### config.mk
export PLATFORM = sky130hd
export DESIGN_NAME = drs_refresh_seq
export DESIGN_NICKNAME = d
export VERILOG_FILES = /design/src/hdl/drs_pkg.sv /design/src/hdl/drs_refresh_seq.sv
export SDC_FILE = /design/constraint.sdc
export NUM_CORES = 1
export LEC_CHECK = 0
export BUFFER_PORTS_ARGS = -buffer_cell sky130_fd_sc_hd__buf_2
export CAP_MARGIN = 20
export CORE_MARGIN = 4
export CORE_UTILIZATION = 55
export DETAILED_ROUTE_END_ITERATION = 16
export PLACE_DENSITY = 0.8
export SLEW_MARGIN = 25
export SYNTH_ARGS = -nofsm -noshare
export SYNTH_HDL_FRONTEND = slang
export SYNTH_SLANG_ARGS = --single-unit
### constraint.sdc
create_clock -name core_clk -period 2.2 [get_ports core_clk]
set_input_delay 0.22 -clock core_clk [delete_from_list [all_inputs] [get_ports core_clk]]
set_output_delay 0.22 -clock core_clk [all_outputs]
set_load 0.02 [all_outputs]
### src/hdl/drs_pkg.sv
// shared constants for the dram refresh sequencer
package drs_pkg;

  // dram geometry
  localparam int ROW_W       = 8;                    // refresh row address width
  localparam int ADDR_LO     = 2;                    // lowest cpu address bit used
  localparam int ADDR_HI     = 18;                   // highest cpu address bit used
  localparam int ROW_LSB     = 3;                    // row taken from address bits 10:3
  localparam int COL_LSB     = 11;                   // column from address bits 18:11
  localparam int BANK_BIT    = 2;                    // bank select address bit

  // timing: burst period in its own unit and as core cycles
  localparam int CLK_FREQ_MHZ    = 100;              // core_clk rate
  localparam int T_BURST_MS      = 4;                // one refresh period
  localparam int BURST_PERIOD_CYC = T_BURST_MS * 1000 * CLK_FREQ_MHZ;
  localparam int INTV_W          = 19;               // holds BURST_PERIOD_CYC - 1

  // reset values
  localparam logic [ROW_W-1:0]  ROW_RST  = 8'h00;    // row counter start
  localparam logic [ROW_W-1:0]  ROW_LAST = 8'hff;    // last row of a burst
  localparam logic [INTV_W-1:0] INTV_RST = 19'h00000; // interval counter start

  // pin synchroniser lanes
  localparam int SY_TIMER = 0;                       // timer refresh, active low
  localparam int SY_GRANT = 1;                       // bus grant acknowledge
  localparam int SY_WARM  = 2;                       // external warm-up request
  localparam int SY_DMA   = 3;                       // dma refresh mode strap
  localparam int SY_W     = 4;                       // number of synced pins

  // controller sequencer states
  typedef enum logic [2:0] {
    DRS_IDLE,
    DRS_ACC_ROW,
    DRS_ACC_COL,
    DRS_ACC_END,
    DRS_REF_RAS,
    DRS_REF_HOLD,
    DRS_REF_END
  } drs_state_t;

endpackage

### src/hdl/drs_refresh_seq.sv
// Contract
// - burst mode refreshes all 256 rows consecutively
// - no refresh for next period after burst
// - interval counter spans full 4 ms period
// - request held active through 256 refresh cycles
// - row counter cleared first, burst ends on wrap
// - row strobe advances row counter once per refresh
// - dma request is timer AND grant, both banks
// - chip selects ignored in dma refresh mode
// - ready returned at end of dma refresh
// - dma mode keeps mux driven, row A10:3
// - any bad state returns to idle quickly
// - counters work from any starting value
// - refresh continues through processor halt or reset
// - refresh first, but running access completes
// - refresh is ras-only, cas idle, data undriven
// - row counter increments after each refresh
`timescale 1ns/1ns
module drs_refresh_seq #(
  parameter int BURST_PERIOD = drs_pkg::BURST_PERIOD_CYC     // cycles per burst period
) (
  input  wire logic                                     core_clk,   // system clock
  input  wire logic                                     resetn,     // sync reset, low
  input  wire logic                                     clk_en,     // freezes all state
  input  wire logic                                     dma_mode_pin, // dma refresh strap
  input  wire logic                                     timer_refresh_output_n, // timer req
  input  wire logic                                     bus_grant_ack, // cpu hold ack
  input  wire logic                                     warmup_req, // external refresh hold
  input  wire logic                                     chip_sel,   // access request
  input  wire logic [drs_pkg::ADDR_HI:drs_pkg::ADDR_LO] cpu_addr,   // access address
  output logic                                          refresh_request, // pending refresh
  output logic [1:0]                                    ras_n,      // bank row strobes
  output logic [1:0]                                    cas_n,      // bank column strobes
  output logic [drs_pkg::ROW_W-1:0]                     dram_addr,  // multiplexed address
  output logic                                          mux_oe,     // address mux drives
  output logic                                          rfaddr_oe,  // row counter drives
  output logic                                          data_oe,    // data buffers enable
  output logic                                          row_select_strobe, // mux to column
  output logic                                          ready       // bus ready pulse
);
  import drs_pkg::*;

  localparam logic [INTV_W-1:0] INTV_LAST = INTV_W'(BURST_PERIOD - 1); // terminal count

  // active low strobe pair for one bank; shared by row and column phases
  function automatic logic [1:0] bank_strobe(input logic bank);
    return bank ? 2'b01 : 2'b10;
  endfunction

  // state
  drs_state_t              state_reg, state_next;     // dram_timing_logic sequencer
  logic [SY_W-1:0]         sync1_reg;                 // first synchroniser stage
  logic [SY_W-1:0]         sync2_reg;                 // second synchroniser stage
  logic                    dma_req_d_reg;             // delayed dma request for edge
  logic                    dma_pend_reg;              // held dma refresh request
  logic                    burst_active_reg;          // burst in progress
  logic [INTV_W-1:0]       intv_reg;                  // refresh interval counter
  logic [ROW_W-1:0]        row_reg;                   // row refresh address counter
  logic                    bank_reg;                  // bank of current access
  logic [1:0]              ras_n_reg, ras_n_next;     // registered row strobes
  logic [1:0]              cas_n_reg, cas_n_next;     // registered column strobes
  logic [ROW_W-1:0]        addr_reg, addr_next;       // registered dram address
  logic                    mux_oe_reg, mux_oe_next;   // registered mux enable
  logic                    data_oe_reg, data_oe_next; // registered data enable
  logic                    row_select_strobe_reg, row_select_strobe_next;   // registered row select strobe
  logic                    ready_reg, ready_next;     // registered ready pulse

  // decoded conditions
  wire dma_mode    = sync2_reg[SY_DMA];                                    // mode strap
  wire dma_req     = ~sync2_reg[SY_TIMER] & sync2_reg[SY_GRANT];
  wire dma_rise    = dma_req & ~dma_req_d_reg;                             // new dma request
  wire warm        = sync2_reg[SY_WARM];
  wire ref_req     = (dma_mode ? dma_pend_reg : burst_active_reg) | warm;
  wire acc_req     = chip_sel & ~dma_mode;
  wire ref_accept  = (state_reg == DRS_IDLE) & ref_req;
  wire ref_done    = (state_reg == DRS_REF_END);                           // refresh finishing
  wire row_step    = ref_done & row_select_strobe_reg;
  wire intv_tc     = (intv_reg == INTV_LAST);
  wire burst_start = ~dma_mode & ~burst_active_reg & intv_tc;
  wire burst_end   = burst_active_reg & row_step & (row_reg == ROW_LAST);
  wire [ROW_W-1:0] row_of_cpu = cpu_addr[ROW_LSB +: ROW_W];
  wire [ROW_W-1:0] col_of_cpu = cpu_addr[COL_LSB +: ROW_W];                // column half

  // pin synchronisers; no process reads the first stage but the second
  always_ff @(posedge core_clk) begin
    if (clk_en) begin
      sync1_reg <= {dma_mode_pin, warmup_req, bus_grant_ack, timer_refresh_output_n};
      sync2_reg <= sync1_reg;
    end
  end

  // held dma request; a new request in the accept cycle wins
  always_ff @(posedge core_clk) begin
    if (!resetn) begin
      dma_req_d_reg <= 1'b0;
      dma_pend_reg  <= 1'b0;
    end else if (clk_en) begin
      dma_req_d_reg <= dma_req;
      if (dma_rise) begin
        dma_pend_reg <= 1'b1;
      end else if (ref_accept && dma_mode) begin
        dma_pend_reg <= 1'b0;
      end
    end
  end

  // burst control: interval count, burst flag
  // reset only gives simulation a clean start; no decision relies on it
  always_ff @(posedge core_clk) begin
    if (!resetn) begin
      burst_active_reg <= 1'b0;
      intv_reg         <= INTV_RST;
    end else if (clk_en) begin
      if (burst_start) begin
        burst_active_reg <= 1'b1;
        intv_reg         <= INTV_RST;
      end else if (burst_end) begin
        burst_active_reg <= 1'b0;
        intv_reg         <= INTV_RST;
      end else if (dma_mode || burst_active_reg) begin
        intv_reg         <= INTV_RST;                        // idle while bursting
      end else if (intv_tc || intv_reg > INTV_LAST) begin
        intv_reg         <= INTV_RST;                        // out of range wraps
      end else begin
        intv_reg         <= intv_reg + 1'b1;
      end
    end
  end

  // row refresh address counter; clear on burst start beats a step
  always_ff @(posedge core_clk) begin
    if (!resetn) begin
      row_reg <= ROW_RST;
    end else if (clk_en) begin
      if (burst_start) begin
        row_reg <= ROW_RST;
      end else if (row_step) begin
        row_reg <= row_reg + 1'b1;
      end
    end
  end

  // sequencer next state and output values
  always_comb begin
    state_next   = state_reg;
    ras_n_next   = 2'b11;
    cas_n_next   = 2'b11;
    addr_next    = addr_reg;
    mux_oe_next  = 1'b1;
    data_oe_next = 1'b0;
    row_select_strobe_next  = 1'b0;
    ready_next   = 1'b0;
    case (state_reg)
      DRS_IDLE: begin
        if (ref_req) begin                                   // refresh first
          state_next  = DRS_REF_RAS;
          ras_n_next  = 2'b00;                               // both banks
          addr_next   = dma_mode ? row_of_cpu : row_reg;
          mux_oe_next = dma_mode;
        end else if (acc_req) begin
          state_next  = DRS_ACC_ROW;
          ras_n_next  = bank_strobe(cpu_addr[BANK_BIT]);
          addr_next   = row_of_cpu;
        end
      end
      DRS_ACC_ROW: begin                                     // switch mux to column
        state_next   = DRS_ACC_COL;
        ras_n_next   = bank_strobe(bank_reg);
        addr_next    = col_of_cpu;
        row_select_strobe_next  = 1'b1;
        data_oe_next = 1'b1;
      end
      DRS_ACC_COL: begin
        state_next   = DRS_ACC_END;
        ras_n_next   = bank_strobe(bank_reg);
        cas_n_next   = bank_strobe(bank_reg);
        data_oe_next = 1'b1;
        ready_next   = 1'b1;                                 // access done
      end
      DRS_ACC_END: begin                                     // precharge, then refresh may go
        state_next = DRS_IDLE;
      end
      DRS_REF_RAS: begin                                     // ras only
        state_next  = DRS_REF_HOLD;
        ras_n_next  = 2'b00;
        mux_oe_next = dma_mode;
      end
      DRS_REF_HOLD: begin
        state_next  = DRS_REF_END;
        ras_n_next  = 2'b00;
        mux_oe_next = dma_mode;
        row_select_strobe_next = 1'b1;                                  // one strobe per refresh
        ready_next  = dma_mode;
      end
      DRS_REF_END: begin                                     // ras precharge
        state_next  = DRS_IDLE;
        mux_oe_next = dma_mode;
      end
      default: begin                                         // bad code to idle
        state_next = DRS_IDLE;
      end
    endcase
  end

  // sequencer registers; the processor's own reset does not reach here
  always_ff @(posedge core_clk) begin
    if (!resetn) begin
      state_reg   <= DRS_IDLE;
      bank_reg    <= 1'b0;
      ras_n_reg   <= 2'b11;
      cas_n_reg   <= 2'b11;
      addr_reg    <= ROW_RST;
      mux_oe_reg  <= 1'b1;
      data_oe_reg <= 1'b0;
      row_select_strobe_reg  <= 1'b0;
      ready_reg   <= 1'b0;
    end else if (clk_en) begin
      state_reg   <= state_next;
      if (state_reg == DRS_IDLE) begin
        bank_reg  <= cpu_addr[BANK_BIT];                     // latch bank of access
      end
      ras_n_reg   <= ras_n_next;
      cas_n_reg   <= cas_n_next;                             // no cas in refresh
      addr_reg    <= addr_next;
      mux_oe_reg  <= mux_oe_next;
      data_oe_reg <= data_oe_next;                           // data undriven
      row_select_strobe_reg  <= row_select_strobe_next;
      ready_reg   <= ready_next;
    end
  end

  // outputs
  assign refresh_request   = ref_req;
  assign ras_n             = ras_n_reg;
  assign cas_n             = cas_n_reg;
  assign dram_addr         = addr_reg;
  assign mux_oe            = mux_oe_reg;
  assign rfaddr_oe         = ~mux_oe_reg;                    // row counter drives instead
  assign data_oe           = data_oe_reg;
  assign row_select_strobe = row_select_strobe_reg;
  assign ready             = ready_reg;

endmodule // drs_refresh_seq

Word level (Yosys, flattened, before mapping) --
Index checks and enable logic that the tools add are counted.
Word-level totals: flip-flop bits (word level) 58, output and inout bits 18
Cells by class: add/sub/neg operators 2, magnitude comparators 1, eq/ne operators 8, multiplexer cells 29, bitwise logic cells 15, reductions and logical operators 18
Operators with widths (number):
- 2-to-1 mux 19 bit | 4
- 2-to-1 mux 8 bit | 5
- adder 19 x 1 -> 19 bit, second input constant | 1
- equality test 19 bit, second input constant | 1
- > comparator 19 bit, second input constant | 1
- one-hot mux 8 bit (2 select lines) | 1
- one-hot mux 3 bit (5 select lines) | 1
- 2-to-1 mux 2 bit | 5
- AND reduction 2 bit | 5
- bitwise AND 1 bit | 9
- equality test 3 bit, second input constant | 3
- adder 8 x 1 -> 8 bit, second input constant | 1
- equality test 8 bit, second input constant | 1
- 2-to-1 mux 1 bit | 8
- nonzero test 2 bit | 4
- 2-to-1 mux 3 bit | 2
- one-hot mux 2 bit (3 select lines) | 1
- OR reduction 2 bit | 3
- inverter 1 bit | 5
- one-hot mux 1 bit (2 select lines) | 2
- equality test 3 x 1 -> 1 bit, second input constant | 1
- equality test 3 x 2 -> 1 bit, second input constant | 1
- logical NOT 3 bit | 1
- inequality test 3 bit, second input constant | 1
- 5 further kinds | 6

Logic depth before layout (Yosys ltp) --
depth in word-level cells 6, gate-level depth with buffers 8, depth with buffers taken out 6

Least setup slack after synthesis --
No wires, ideal clock.
kind flip-flop to flip-flop, from register intv_reg[0], to register row_reg[2], library setup time 0.059 ns, arrival time 1.726 ns, data required time 2.141 ns, path slack 0.415 ns, cell stages (with the launch flop) 7, buffers on the path 0, clock period less this slack 1.785 ns, cell sequence dfxtp_1 -> ha_1 -> and3_1 -> and3_1 -> a21boi_1 -> or4b_1 -> nand2_1
Between the ends: word-level cells in the longest chain between the ends 4
Ends and longest elaborated chain:
- from (decl) | line drs_refresh_seq.sv:57 | logic [INTV_W-1:0] intv_reg;
- from (signal assigned) | line drs_refresh_seq.sv:125 | intv_reg <= intv_reg + 1'b1;
- equality test 19 bit * | line drs_refresh_seq.sv:78 | wire intv_tc = (intv_reg == INTV_LAST);
- bitwise AND 1 bit * | line drs_refresh_seq.sv:79 | wire burst_start = ~dma_mode & ~burst_active_reg & intv_tc;
- nonzero test 2 bit (no source line)
- AND reduction 2 bit (no source line)
- to (signal assigned) | line drs_refresh_seq.sv:138 | row_reg <= row_reg + 1'b1;
- to (decl) | line drs_refresh_seq.sv:58 | logic [ROW_W-1:0] row_reg;
Mark *: on every way between the ends. The rest lies on a longest branch, timed or not. A chain may end at the register's enable or synchronous reset.

Worst setup path in the final report --
from register intv_reg[0], to register row_reg[7]
The elaborated chain is that of the path after synthesis.

==> metrics.yaml <==
run_status:
  status: "finished, final reports clean"
setup_path:
  crit_top_cell: "and3_1"
  path_delay_family: "simple AND/OR/NAND/NOR gates"
  crit_arrival_ns: 2.29
  path_class: "register to register"
  crit_buf_inv: 0
  start_kind: "register"
  cpPeakStageDelay_ns: 0.47
  path_cells: "ha_1, and3_1, and3_1, a21boi_1, or4b_1, nand2_1"
  cp-end-kind: "register"
  path_max_fanout: 6
  slowest_stage: "or4b_1"
  required_ns: 2.48
cells_and_area:
  final_nets: 400
  layout-drive-gt1-share: 0.201
  final_util: 0.665
  fillers: 450
  n_antenna_cell: 0
  largest_reg_flops: 19
  syn2layout_area_growth_pct: 15.9
logic_synthesis:
  synth.ff_latch_count: 58
  synth_area_leader_cell: "dfxtp_1"
  yosys-top-cells-count: "dfxtp_1, nand2_1, a21oi_1"
  synth.area.top_cells: "dfxtp_1, edfxtp_1, a21oi_1"
  yosysMostFrequentCell: "dfxtp_1"
  yosys_warnings: 0
  postSynthAreaPerCell_um2: 8.96
  synth_ff_type: "dfxtp_1"
  synthesis.area_um2: 2950
  synth.net_count: 356
  synth_edf_count: 8
  syn_inst: 329
  synth_top_area_frac: 0.339
  synth-async-reset-ratio: 0
  synth_cell_types: 59
  yosysSeqAreaShare: 0.421
die:
  die_area_um2: 6600
  die_h_um: 81.2
  core_um2: 5140
  ios: 43
  die_w_um: 81.2
  placementRows: 26
  start_util: 0.574
sta:
  timing.setup.tns_ns: 0
  fin_crit_ns: 2.01
  rsz0062_at_grt: "no"
  maxSlewHeadroom: 0.387
  finalSetupViolCount: 0
  final_max_slew_viol_count: 0
  finClkSkew_ns: 0.00785
  finalHoldViolCount: 0
  worst_slew_pin_slew_ns: 0.917
  hold_slack_ns: 0.0601
  clock.fmax_ghz: 0.497
  min_period_over_period: 0.914
global_routing:
  grt_usage: 0.209
  grt-ovfl-total: 0
  grt_pass1_vias: 2361
  grt_pass1_wl_mm: 10.7
  antenna_found_initial: 0
  grt_start_max_net_pins: 21
clock_tree:
  cts_buffers: 9
  clockRootBuffer: "clkbuf_8"
  cts.clk_slew.worst_paths_ns: 0.06
  cts_tree: "done"
  cts_setup_buffers: 0
  clk_latency_ns: 0.33
  clock_path_buffers: 2
  cts_htree_levels: 3
  clock_sinks: 58
detailed_routing:
  dr.pass1.iters: 4
  wl_per_cell_um: 14.1
  dr_total_vias: 2537
  drtIter0Drc: 168
  wl_mm: 6.34
  drc: 0
  vias_per_cell: 5.66
  postRouteAntennaNets: 0
placed_design:
  dp_hpwl_mm: 4.50
  io_buffers: 42
  gp_congestion: 0.817
flow_run:
  cap_violations: 0
pwr:
  p_per_area_nw_per_um2: 708
  leakage_nw: 1.36
  peakVddDrop_mv: 0.530
worst_hold_path:
  holdCritPathClass: "input port to register"
metal layers:
layer,routed length [um],vias to the layer above,GRT usage
li1,-,1300,-
met1,2950,1165,0.264
met2,2900,63,0.337
met3,396,9,0.0499
met4,89,0,0.0980
met5,0,-,0
what timing repair did:
action	in CTS	in global routing
hold buffers	0	0
setup endpoints to repair	0	3
resized for setup	0	1
per-stage QoR:
step | instance area, um^2 | setup slack (ns) | power (mW) | std cells
finish | 3420 | 0.190 | 2.42 | 448
global route | 3420 | 0.0277 | 2.52 | 448
CTS | 3420 | 0.118 | 2.43 | 448
detailed placement | 3220 | 0.128 | 1.46 | 432
global placement | 3220 | 0.221 | 1.45 | 432
floorplan | 2950 | 0.415 | 1.37 | 329
worst paths after layout:
| check | start | slack (ns) | to | cells past startpoint |
|---|---|---|---|---|
| max | intv_reg[0] | 0.19 | row_reg[7] | 6 |
| min | warmup_req | 0.06 | sync1_reg[2] | 1 |
| max reg2reg | intv_reg[0] | 0.19 | row_reg[7] | 6 |
| min reg2reg | sync1_reg[0] | 0.42 | sync2_reg[0] | 0 |
final cells by class:
| type | instances | area, um^2 | share of cell area |
|---|---|---|---|
| Multi-Input combinational cell | 243 | 1570 | 0.460 |
| Sequential cell | 58 | 1240 | 0.363 |
| Timing Repair Buffer | 52 | 285 | 0.0835 |
| Clock buffer | 14 | 163 | 0.0476 |
| Tap cell | 70 | 87.6 | 0.0256 |
| Clock inverter | 2 | 35.0 | 0.0103 |
| Inverter | 9 | 33.8 | 0.00989 |
worst reg2reg max path, stage by stage (launching register included):
cell and delay (ns):
dfxtp_1 0.34, ha_1 0.29, and3_1 0.22, and3_1 0.21
a21boi_1 0.36, or4b_1 0.47, nand2_1 0.07
report_power, final:
group,switching [mW],internal [mW]
Clock,0.396,0.585
Sequential,0.0343,1.12
Combinational,0.167,0.119
Total,0.597,1.82
cell usage in the layout, fill, tap and decap left out, types with 9 or more instances in the layout:
master    synthesis  routed
a21oi_1          26      26
a31oi_1          10      10
buf_2             4      42
buf_4             1      10
clkbuf_8          0      11
dfxtp_1          50      50
inv_1             9       9
mux2i_1           9       9
nand2_1          31      31
nand3_1          16      16
nor2_1           19      19
nor2b_1           9       9
cells by family after synthesis:
kind of cell | after synthesis | synth area share
muxes | 10 | 0.0344
DFF | 58 | 0.421
and+or+nand+nor | 124 | 0.240
buffers and inverters | 28 | 0.0462
AOI/OAI and AO/OA | 100 | 0.229
xor gates and xnor gates | 7 | 0.0208
adders and majority gates | 2 | 0.00848
Power figures use the tool's default switching activity.
